`src/ovl_pkg.sv`:
```
// constants for the overlay layer status and interrupt registers
package ovl_pkg;

	// ==========================================================
	// register byte addresses
	localparam logic [31:0] OVL_ADDR_CHAN_ENABLE = 32'hf8038280;
	localparam logic [31:0] OVL_ADDR_CHAN_DISABLE = 32'hf8038284;
	localparam logic [31:0] OVL_ADDR_CHANNEL_STATUS = 32'hf8038288;
	localparam logic [31:0] OVL_ADDR_IRQ_ENABLE_SET = 32'hf803828c;
	localparam logic [31:0] OVL_ADDR_IRQ_ENABLE_CLEAR = 32'hf8038290;
	localparam logic [31:0] OVL_ADDR_IRQ_MASK_VIEW = 32'hf8038294;
	localparam logic [31:0] OVL_ADDR_IRQ_FLAGS = 32'hf8038298;

	// ==========================================================
	// reset values
	localparam logic [31:0] OVL_RESET_WORD = 32'h00000000;

	// ==========================================================
	// channel control and status fields
	localparam int OVL_BIT_CHAN_EN = 0;
	localparam int OVL_BIT_ATTR_REFRESH = 1;
	localparam int OVL_BIT_HEAD_QUEUE = 2;
	localparam int OVL_BIT_LAYER_STOP = 0;
	localparam int OVL_BIT_LAYER_ABORT = 8;

	// ==========================================================
	// interrupt source layout: five events per fetch channel
	localparam int OVL_NUM_CHAN = 3;
	localparam int OVL_NUM_EVENT = 5;
	localparam int OVL_EV_XFER_END = 0;
	localparam int OVL_EV_DESC_LOADED = 1;
	localparam int OVL_EV_HEAD_LOADED = 2;
	localparam int OVL_EV_LIST_END = 3;
	localparam int OVL_EV_OVERFLOW = 4;
	localparam int OVL_CHAN_FIRST_BIT = 2;
	localparam int OVL_CHAN_BIT_STEP = 8;
	localparam logic [31:0] OVL_IRQ_VALID = 32'h007c7c7c;

endpackage

```
`src/ovl_status_irq_regs.sv`:
```
// status, channel control and interrupt registers of the overlay layer
`timescale 1ns/100ps

// How it works
// - status bit 0 reads one while the fetch channel is enabled.
// - status bit 1 holds one from attribute update request until frame start applies it.
// - status bit 2 holds one while a queued head pointer is still pending.
// - enable-set write: ones enable sources, zeros change nothing.
// - enable-clear write: ones disable sources, zeros change nothing.
// - mask view reads one per currently enabled source.
// - primary channel sources sit at bits 2 to 6.
// - U or UV channel sources sit at bits 10 to 14, same order.
// - V channel sources sit at bits 18 to 22, same order.
// - transfer end event sets that channel's transfer-end flag.
// - descriptor fetched sets that channel's descriptor-loaded flag.
// - head descriptor loaded sets that channel's head-loaded flag.
// - end of descriptor list sets that channel's end-of-list flag.
// - pixel fetch overflow sets that channel's overflow flag.
// - reading the flag register clears the flags it returned.
// - head queue request and pending bit clear once pointer is appended.
// - writing one schedules attributes for next frame start; zero does nothing.
// - stop request lets the frame finish, channel turns off at frame end.

module ovl_status_irq_regs
	import ovl_pkg::*;
(
	// clock and reset
	input wire logic CLK,
	input wire logic RST,
	// apb slave
	input wire logic PSEL,
	input wire logic PENABLE,
	input wire logic PWRITE,
	input wire logic [31:0] PADDR,
	input wire logic [31:0] PWDATA,
	output logic [31:0] PRDATA,
	output logic PREADY,
	output logic PSLVERR,
	// fetch channel events, one bit per channel (0 primary, 1 u/uv, 2 v)
	input wire logic [2:0] XFER_END,
	input wire logic [2:0] DESC_LOADED,
	input wire logic [2:0] HEAD_LOADED,
	input wire logic [2:0] LIST_END,
	input wire logic [2:0] FETCH_OVERFLOW,
	// frame timing and queue completion from the layer engine
	input wire logic FRAME_START,
	input wire logic FRAME_END,
	input wire logic HEAD_APPENDED,
	// control towards the layer engine
	output logic CHANNEL_ENABLED,
	output logic ATTR_REFRESH_PENDING,
	output logic ATTR_APPLY,
	output logic HEAD_QUEUE_REQUEST,
	// interrupt request
	output logic IRQ
);

	// ==========================================================
	// bus decode
	wire access_w = PSEL & PENABLE;
	// first access cycle: data is prepared, answer comes next cycle
	wire prep_w = access_w & ~PREADY;
	// completing edge: pready sampled high
	wire done_w = access_w & PREADY;
	wire wr_done_w = done_w & PWRITE;
	wire rd_done_w = done_w & ~PWRITE;

	wire hit_start_w = (PADDR == OVL_ADDR_CHAN_ENABLE);
	wire hit_stop_w = (PADDR == OVL_ADDR_CHAN_DISABLE);
	wire hit_stat_w = (PADDR == OVL_ADDR_CHANNEL_STATUS);
	wire hit_ier_w = (PADDR == OVL_ADDR_IRQ_ENABLE_SET);
	wire hit_idr_w = (PADDR == OVL_ADDR_IRQ_ENABLE_CLEAR);
	wire hit_imr_w = (PADDR == OVL_ADDR_IRQ_MASK_VIEW);
	wire hit_flag_w = (PADDR == OVL_ADDR_IRQ_FLAGS);
	wire mapped_w = hit_start_w | hit_stop_w | hit_stat_w | hit_ier_w
		| hit_idr_w | hit_imr_w | hit_flag_w;

	// ==========================================================
	// state registers
	logic enabled_q;
	logic enabled_d;
	logic stop_pend_q;
	logic stop_pend_d;
	logic attr_pend_q;
	logic attr_pend_d;
	logic attr_apply_q;
	logic head_pend_q;
	logic head_pend_d;
	logic [31:0] mask_q;
	logic [31:0] mask_d;
	logic [31:0] flags_q;
	logic [31:0] flags_d;
	logic [31:0] prdata_q;
	logic [31:0] prdata_d;
	logic pready_q;
	logic pslverr_q;
	logic irq_q;

	// ==========================================================
	// channel control writes
	wire wr_start_w = wr_done_w & hit_start_w;
	wire wr_stop_w = wr_done_w & hit_stop_w;
	wire set_en_w = wr_start_w & PWDATA[OVL_BIT_CHAN_EN];
	wire set_attr_w = wr_start_w & PWDATA[OVL_BIT_ATTR_REFRESH];
	wire set_head_w = wr_start_w & PWDATA[OVL_BIT_HEAD_QUEUE];
	wire set_stop_w = wr_stop_w & PWDATA[OVL_BIT_LAYER_STOP];
	wire abort_w = wr_stop_w & PWDATA[OVL_BIT_LAYER_ABORT];

	// stop takes effect only at the end of the running frame
	wire stop_now_w = (stop_pend_q | set_stop_w) & FRAME_END;

	// an enable write in the same cycle as a stop wins for the next frame
	assign enabled_d = set_en_w ? 1'h1
		: (abort_w | stop_now_w) ? 1'h0
		: enabled_q;
	assign stop_pend_d = set_en_w | abort_w | stop_now_w ? 1'h0
		: (stop_pend_q | set_stop_w);

	// request wins over the frame start that would clear it
	wire attr_fire_w = attr_pend_q & FRAME_START;
	assign attr_pend_d = set_attr_w | (attr_pend_q & ~FRAME_START);

	// pointer appended clears the request, a new request wins
	assign head_pend_d = set_head_w | (head_pend_q & ~HEAD_APPENDED);

	// ==========================================================
	// interrupt sources
	logic [31:0] ev_chan_w [OVL_NUM_CHAN];

	// one event group per fetch channel (0 primary, 1 u/uv, 2 v)
	genvar ch;
	generate
		for (ch = 0; ch < OVL_NUM_CHAN; ch++)
		begin : g_chan
			ovl_chan_events #(
				.BASE(OVL_CHAN_FIRST_BIT + ch * OVL_CHAN_BIT_STEP)
			) u_events (
				.xfer_end(XFER_END[ch]),
				.desc_loaded(DESC_LOADED[ch]),
				.head_loaded(HEAD_LOADED[ch]),
				.list_end(LIST_END[ch]),
				.fetch_overflow(FETCH_OVERFLOW[ch]),
				.set_word(ev_chan_w[ch])
			);
		end
	endgenerate

	// unused positions carry no event, each group sets only its own bits
	wire [31:0] ev_set_w = ev_chan_w[0] | ev_chan_w[1] | ev_chan_w[2];

	// ==========================================================
	// mask and flag updates
	wire [31:0] ier_bits_w = (wr_done_w & hit_ier_w) ? PWDATA : 32'h00000000;
	wire [31:0] idr_bits_w = (wr_done_w & hit_idr_w) ? PWDATA : 32'h00000000;

	assign mask_d = ((mask_q | ier_bits_w) & ~idr_bits_w) & OVL_IRQ_VALID;

	// only the bits actually returned are cleared; a set in the same cycle wins
	wire [31:0] flag_clr_w = (rd_done_w & hit_flag_w) ? prdata_q : 32'h00000000;
	assign flags_d = ((flags_q & ~flag_clr_w) | ev_set_w) & OVL_IRQ_VALID;

	wire irq_d = |(flags_d & mask_d);

	// ==========================================================
	// read data
	wire [31:0] st_en_w = 32'(enabled_q) << OVL_BIT_CHAN_EN;
	wire [31:0] st_attr_w = 32'(attr_pend_q) << OVL_BIT_ATTR_REFRESH;
	wire [31:0] st_head_w = 32'(head_pend_q) << OVL_BIT_HEAD_QUEUE;
	wire [31:0] status_w = st_en_w | st_attr_w | st_head_w;

	assign prdata_d = ~prep_w | PWRITE ? 32'h00000000
		: hit_stat_w ? status_w
		: hit_imr_w ? mask_q
		: hit_flag_w ? flags_q
		: 32'h00000000;

	// ==========================================================
	// registers
	always_ff @(posedge CLK)
	begin
		if (RST)
			enabled_q <= 1'h0;
		else
			enabled_q <= enabled_d;
	end

	always_ff @(posedge CLK)
	begin
		if (RST)
			stop_pend_q <= 1'h0;
		else
			stop_pend_q <= stop_pend_d;
	end

	always_ff @(posedge CLK)
	begin
		if (RST)
			attr_pend_q <= 1'h0;
		else
			attr_pend_q <= attr_pend_d;
	end

	// one-cycle pulse to the layer engine
	always_ff @(posedge CLK)
	begin
		if (RST)
			attr_apply_q <= 1'h0;
		else
			attr_apply_q <= attr_fire_w;
	end

	always_ff @(posedge CLK)
	begin
		if (RST)
			head_pend_q <= 1'h0;
		else
			head_pend_q <= head_pend_d;
	end

	always_ff @(posedge CLK)
	begin
		if (RST)
			mask_q <= OVL_RESET_WORD;
		else
			mask_q <= mask_d;
	end

	always_ff @(posedge CLK)
	begin
		if (RST)
			flags_q <= OVL_RESET_WORD;
		else
			flags_q <= flags_d;
	end

	// follows flags and mask in the same edge
	always_ff @(posedge CLK)
	begin
		if (RST)
			irq_q <= 1'h0;
		else
			irq_q <= irq_d;
	end

	// ==========================================================
	// apb answer: one wait state on every access
	always_ff @(posedge CLK)
	begin
		if (RST)
			prdata_q <= OVL_RESET_WORD;
		else
			prdata_q <= prdata_d;
	end

	always_ff @(posedge CLK)
	begin
		if (RST)
			pready_q <= 1'h0;
		else
			pready_q <= prep_w;
	end

	always_ff @(posedge CLK)
	begin
		if (RST)
			pslverr_q <= 1'h0;
		else
			pslverr_q <= prep_w & ~mapped_w;
	end

	// ==========================================================
	// outputs
	assign PRDATA = prdata_q;
	assign PREADY = pready_q;
	assign PSLVERR = pslverr_q;
	assign CHANNEL_ENABLED = enabled_q;
	assign ATTR_REFRESH_PENDING = attr_pend_q;
	assign ATTR_APPLY = attr_apply_q;
	assign HEAD_QUEUE_REQUEST = head_pend_q;
	assign IRQ = irq_q;

endmodule

// ==========================================================
// event group of one fetch channel
module ovl_chan_events
	import ovl_pkg::*;
#(
	parameter int BASE = OVL_CHAN_FIRST_BIT
)
(
	// events of the channel
	input wire logic xfer_end,
	input wire logic desc_loaded,
	input wire logic head_loaded,
	input wire logic list_end,
	input wire logic fetch_overflow,
	// flag bits set this cycle
	output logic [31:0] set_word
);

	wire [31:0] xfer_w = 32'(xfer_end) << (BASE + OVL_EV_XFER_END);
	wire [31:0] desc_w = 32'(desc_loaded) << (BASE + OVL_EV_DESC_LOADED);
	wire [31:0] head_w = 32'(head_loaded) << (BASE + OVL_EV_HEAD_LOADED);
	wire [31:0] list_w = 32'(list_end) << (BASE + OVL_EV_LIST_END);
	wire [31:0] ovf_w = 32'(fetch_overflow) << (BASE + OVL_EV_OVERFLOW);

	assign set_word = xfer_w | desc_w | head_w | list_w | ovf_w;

endmodule

```
`config.mk`:
```
export PLATFORM = sky130hd
export DESIGN_NAME = ovl_status_irq_regs
export DESIGN_NICKNAME = d
export VERILOG_FILES = /design/src/ovl_pkg.sv /design/src/ovl_status_irq_regs.sv
export SDC_FILE = /design/constraint.sdc
export NUM_CORES = 1
export LEC_CHECK = 0
export BUFFER_PORTS_ARGS = -buffer_cell sky130_fd_sc_hd__buf_4
export CORE_MARGIN = 2
export CORE_UTILIZATION = 38
export CTS_BUF_LIST = sky130_fd_sc_hd__clkbuf_8 sky130_fd_sc_hd__clkbuf_16
export CTS_CLUSTER_DIAMETER = 60
export DETAILED_ROUTE_END_ITERATION = 16
export PLACE_DENSITY = 0.73
export RECOVER_POWER = 25
export SLEW_MARGIN = 20
export SYNTH_ARGS = -nofsm -noshare
export SYNTH_HDL_FRONTEND = slang
export SYNTH_SLANG_ARGS = --single-unit
export TNS_END_PERCENT = 1
```
`constraint.sdc`:
```
create_clock -name CLK -period 3.5 [get_ports CLK]
set_input_delay 0.7 -clock CLK [delete_from_list [all_inputs] [get_ports CLK]]
set_output_delay 0.7 -clock CLK [all_outputs]
set_load 0.005 [all_outputs]
```
==> results of run 1 <==
## cell type report
| cell class | count | area [um^2] | share of cell area [%] |
|---|---|---|---|
| clock buffer | 6 | 82.6 | 2.43 |
| clock inverter | 2 | 12.5 | 0.368 |
| inverter | 3 | 11.3 | 0.331 |
| multi-input combinational | 211 | 1270 | 37.3 |
| sequential | 55 | 1100 | 32.4 |
| tap | 77 | 96.3 | 2.84 |
| timing repair buffer | 110 | 826 | 24.3 |
## through the flow
step           TNS (ns)  cells  instance area, um^2  power (W)
5_1_grt               0    464                 3400    0.00118
2_1_floorplan         0    299                 2540   0.000714
4_1_cts               0    464                 3400    0.00114
6_report              0    464                 3400    0.00113
3_3_place_gp    -0.0472    456                 3300   0.000780
3_5_place_dp    -0.0193    456                 3300   0.000784
## critical path, stage by stage
cell	delay (ns)
buf_4	0.10
or4_1	0.52
or3_1	0.53
buf_4	0.20
o41ai_1	0.42
a211oi_1	0.11
a2111o_1	0.39
a2111oi_2	0.23
a41oi_1	0.15
## logic make-up after synthesis
kind of cell | Yosys count | share of synthesized area (%)
AND/OR/NAND/NOR | 115 | 25.5
buffers and inverters | 33 | 7.45
other | 1 | 0.151
AO/OA/AOI/OAI | 81 | 22.6
flip-flops | 55 | 44.3
## metal layers
layer | track usage (%) | share of wire (%) | vias to the layer above
li1 | - | - | 1224
met1 | 23.8 | 44 | 1147
met2 | 32.5 | 50 | 73
met3 | 3.40 | 5.9 | 2
met4 | 4.18 | 0.36 | 0
met5 | 0 | 0 | -
## cells in the mapped netlist
| cell | count | area (um^2) |
|---|---|---|
| a2111oi_2 | 1 | 15.0 |
| nand3_1 | 4 | 20.0 |
| o41ai_1 | 3 | 26.3 |
| a2111o_1 | 1 | 11.3 |
| clkbuf_1 | 9 | 33.8 |
| a31oi_1 | 7 | 43.8 |
| a22oi_1 | 18 | 135 |
| o21ai_0 | 1 | 5.00 |
| conb_1 | 1 | 3.75 |
| inv_1 | 3 | 11.3 |
| a21o_1 | 1 | 7.51 |
| and4_1 | 1 | 8.76 |
| or4b_1 | 1 | 10.0 |
| or4_1 | 1 | 7.51 |
| a22o_1 | 1 | 8.76 |
| and2_1 | 2 | 12.5 |
| and4b_1 | 2 | 20.0 |
| nand3b_1 | 1 | 7.51 |
| buf_1 | 2 | 7.51 |
| o22ai_1 | 8 | 50.1 |
| nor2_1 | 39 | 146 |
| nor2b_1 | 9 | 56.3 |
| nor3_1 | 11 | 55.1 |
| nand4b_1 | 1 | 8.76 |
| nor4b_1 | 4 | 35.0 |
| nor4b_4 | 1 | 23.8 |
| a21oi_1 | 17 | 85.1 |
| nor4_1 | 4 | 25.0 |
| buf_2 | 4 | 20.0 |
| or3_1 | 3 | 18.8 |
| a41oi_1 | 1 | 8.76 |
| nand4_1 | 3 | 18.8 |
| or3b_2 | 1 | 8.76 |
| nand2b_1 | 12 | 75.1 |
| buf_4 | 15 | 113 |
| a211oi_1 | 22 | 165 |
| or2_2 | 3 | 18.8 |
| dfxtp_1 | 55 | 1100 |
| nor3b_1 | 3 | 22.5 |
| nand2_1 | 9 | 33.8 |
## cells in the final DEF (no fill, tap or decap), types with 2 or more instances in the layout
cell type,instances
nor4_1,3
a211oi_1,22
nand2b_1,12
clkbuf_4,17
nor4b_1,3
or3_1,3
buf_4,93
conb_1,15
or2_2,3
clkbuf_8,6
nor2_1,39
nor3_1,10
o22ai_1,8
nor3b_1,3
a31oi_1,7
nand4_1,3
a22oi_1,18
nor2b_1,9
and2_1,2
a21oi_1,17
nand3_1,4
nand2_1,9
and4b_1,2
dfxtp_1,55
o41ai_1,3
inv_1,4
## final timing paths
kind | to | slack, ns
hold reg to reg | ATTR_APPLY | 0.48
hold / removal | ATTR_APPLY | 0.48
setup reg to reg | IRQ | 1.06
setup / recovery | IRQ | 0.31
## power groups by stage
| stage | logic (W) | registers, W | clock network (W) |
|---|---|---|---|
| after floorplan | 0.0000557 | 0.000658 | 0 |
| after global placement | 0.000121 | 0.000659 | 0 |
| final | 0.000125 | 0.000645 | 0.000359 |
| after CTS | 0.000125 | 0.000645 | 0.000367 |
| after global routing | 0.000137 | 0.000647 | 0.000394 |
| after detailed placement | 0.000124 | 0.000660 | 0 |
==> results.cfg, run 1 <==
[status]
outcome = complete, no violations

[sta]
fmax_mhz = 314
period_share_pct = 91.1
worst_slack_ns = 0.311
rsz0062_at_grt = false
slew_viol_final = 0
fin_crit_ns = 3.19
finalSetupViolations = 0
report.final.hold_viol_count = 0
clock_skew_ns = 0.00945
fin_hold_ws_ns = 0.482

[placement]
pre_cts_ws_ns = -0.0193
gp_congestion = 0.808
hpwl_um = 5080
portBuffers = 96

[pwr]
power_frac_comb_pct = 11.1
ir_drop_uv = 168
cellPowerDensity_nw_per_um2 = 332
switching_share_pct = 22.9
intPower_w = 0.000870
sequentialPowerShare_pct = 57.2
power.switching_w = 0.000259
leakagePower_nw = 1.35
clockPowerShare_pct = 31.8

[yosys]
synthesis.area_um2 = 2480
synth_cell_types = 40
synth_warnings = 0
yosysSeqAreaShare_pct = 44.3
synthCells = 285
avgSynthCellArea_um2 = 8.72
ys_ff_latch = 55

[final_layout]
num-nets-final = 473
syn_to_final_growth_pct = 36.8
fillers = 595
antenna_cells = 0
final_layout_size_suffix_gt1_share_pct = 32.6
largest_reg_flops = 17
final_core_util_pct = 53.5

[setup_path]
r2r_cells = 8
endpoint_kind = register
worstPathRequired_ns = 3.68
path_class = input pin to register
path_max_fanout = 7
cp-start-kind = input pin
critPathArrivalTime_ns = 3.37
timing.rr.start = PREADY
crit_start = PADDR[21]

[cts]
cts_resized = 0
clkSinkCount = 55
cts_tree = built
htreeDepth = 2
path_clk_slew_ns = 0.10
post_cts_buffers = 0
root_buffer = clkbuf_8
cts-buffers-inserted = 5
hold_buffers = 0
worstSkewPairLatency_ns = 0.31
cts_buffer_depth = 2

[floorplan]
fp.dieH_um = 84.9
fp.dieArea_um2 = 7200
ios = 126
fp-row-count = 29
start_util_pct = 39.1
fp.dieW_um = 84.9
coreArea_um2 = 6350

[detailed_routing]
vias = 2446
drc = 0
wl_per_cell_um = 14.4
drt_iter0_markers = 129
ant_nets = 0
vias_per_cell = 5.27
drt_pass1_iterations = 4
wl_um = 6700

[worst_hold_path]
hp-class = register to register
hold_depth = 2
hold_start = ATTR_REFRESH_PENDING

[grt]
grt_start_max_net_pins = 38
grt_pass1_vias = 2315
track_usage_pct = 18.6
gr-total-overflow = 0
antenna_found_initial = 0
grt_first_pass_wirelength_um = 10800

[run]
maxCapViolCount = 0
(Power assumes the default switching activity.)
==> run 2, diff against run 1 <==
clock period = 3.65 ns   (was 3.5 ns; I/O delays follow)
==> results.cfg, run 2 (synthesis results as in run 1) <==
[grt]
track_usage_pct = 19.5
antenna_found_initial = 0
gr-usage-met2_pct = 33.7
top_usage_layer = met2
grt_use_met1_pct = 25.6
grt_start_max_net_pins = 38
gr-total-overflow = 0
grt_first_pass_wirelength_um = 11400
grt_pass1_vias = 2337
met3_usage_pct = 2.72

[sta]
finalSetupViolations = 0
fmax_mhz = 298
clock_skew_ns = 0.00552
slew_viol_final = 38
slew-limit-headroom_pct = -8.86
worst_slew_pin_slew_ns = 1.63
fin_setup_tns_ns = 0
rsz0062_at_grt = false
report.final.hold_viol_count = 0
period_share_pct = 91.9
fin_crit_ns = 3.36

[detailed_routing]
drt_pass1_iterations = 5
drc = 0
vias = 2412
drt_iter0_markers = 127
ant_nets = 0
wl_per_cell_um = 14.5
wl_um = 6670
vias_per_cell = 5.25

[floorplan]
ios = 126
fp.dieW_um = 84.9
fp.dieArea_um2 = 7200
start_util_pct = 39.1
coreArea_um2 = 6350
fp.dieH_um = 84.9
fp-row-count = 29

[final_layout]
final_cell_mix = buf_4 (87), dfxtp_1 (55), nor2_1 (39)
antenna_cells = 0
largest_reg_flops = 17
syn_to_final_growth_pct = 35.2
final_layout_size_suffix_gt1_share_pct = 31.4
final_common_cell = buf_4
num-nets-final = 469

[cts]
cts_buffer_depth = 2
cts_tree = built
cts-buffers-inserted = 5
worstSkewPairLatency_ns = 0.30
clkSinkCount = 55
htreeDepth = 2
post_cts_buffers = 0
path_clk_slew_ns = 0.09
hold_buffers = 0
cts_resized = 0
root_buffer = clkbuf_8

[setup_path]
cp-start-kind = input pin
timing.rr.start = PREADY
path_max_fanout = 9
crit_start = PADDR[21]
slowest_stage = or3_1
cp-endpoint = IRQ
cp_slowest_stage_delay_ns = 0.58
r2r_cells = 7
critPathArrivalTime_ns = 3.46
endpoint_kind = register
worst-path-buf-inv = 1
crit_cells = 8
cp_top_family = simple AND/OR/NAND/NOR gates
path_class = input pin to register
r2r_end = IRQ
reg2reg_slack_ns = 1.16
crit_path_cell_trace = buf_4, or4_1, or3_1, nor4b_4, a21oi_1, a2111o_1, a2111oi_2, a41oi_1
worstPathRequired_ns = 3.75

[pwr]
cellPowerDensity_nw_per_um2 = 312
power.switching_w = 0.000238
leakagePower_nw = 1.32
clockPowerShare_pct = 29.9
finalPower_w = 0.00105
switching_share_pct = 22.7
power_frac_comb_pct = 11.2
sequentialPowerShare_pct = 58.9
ir_drop_uv = 181
intPower_w = 0.000812

[status]
violations = max-capacitance violations, max-slew violations
outcome = finished with violations

[placement]
gp_congestion = 0.795
portBuffers = 96
hpwl_um = 5030

[run]
maxCapViolCount = 1

[worst_hold_path]
hp-class = register to register
[run 2: cell types whose count changed in the layout (fill, tap and decap cells not counted)]
cell and delta:
inv_1 -1, clkinv_2 +1, buf_12 +1, clkbuf_4 -1, buf_4 -6, clkbuf_1 +2, clkbuf_8 -1
[run 2: worst min path at each step]
| stage | start | endpoint | slack, ns | cells past startpoint |
|---|---|---|---|---|
| 2_1_floorplan | ATTR_REFRESH_PENDING | ATTR_APPLY | 0.45 | 2 |
| 3_3_place_gp | ATTR_REFRESH_PENDING | ATTR_APPLY | 0.45 | 2 |
| 3_5_place_dp | ATTR_REFRESH_PENDING | ATTR_APPLY | 0.45 | 2 |
| 4_1_cts | ATTR_REFRESH_PENDING | ATTR_APPLY | 0.47 | 2 |
| 5_1_grt | ATTR_REFRESH_PENDING | ATTR_APPLY | 0.52 | 2 |
| 6_report | ATTR_REFRESH_PENDING | ATTR_APPLY | 0.47 | 2 |
[run 2: power groups by stage]
| stage | clock network, W | logic, W | registers, W |
|---|---|---|---|
| detailed placement | 0 | 0.000117 | 0.000633 |
| global placement | 0 | 0.000115 | 0.000632 |
| finish | 0.000314 | 0.000117 | 0.000619 |
| global route | 0.000351 | 0.000130 | 0.000621 |
| CTS | 0.000329 | 0.000118 | 0.000619 |
| floorplan | 0 | 0.0000534 | 0.000631 |
[run 2: cell type report]
type                            count  area [um^2]
Fill cell                         594         2990
Multi-Input combinational cell    211         1270
Sequential cell                    55         1100
Timing Repair Buffer              106          801
Tap cell                           77         96.3
Clock buffer                        5         68.8
Clock inverter                      2         13.8
Inverter                            3         11.3
[run 2: per-layer routing]
layer | share of wire, % | wire, um | vias to the layer above
li1 | - | - | 1221
met1 | 43 | 2890 | 1111
met2 | 50 | 3340 | 75
met3 | 5.6 | 373 | 5
met4 | 0.95 | 63 | 0
met5 | 0 | 0 | -
[run 2: tightest hold or removal path, cell delays in order (launching register included)]
cell and delay [ns]:
dfxtp_1 0.34, nand2_1 0.07, nor2_1 0.03
[run 2: through the flow]
stage               cell area [um^2]  worst slack, ns  std cells  hold slack (ns)  util [%]
finish                          3360            0.295        459            0.469      52.9
global route                    3360            0.135        459            0.516      52.9
CTS                             3370            0.376        459            0.467      53.0
detailed placement              3290           0.0485        452            0.455      51.7
global placement                3290           0.0622        452            0.451      51.7
floorplan                       2540            0.462        299            0.449         -
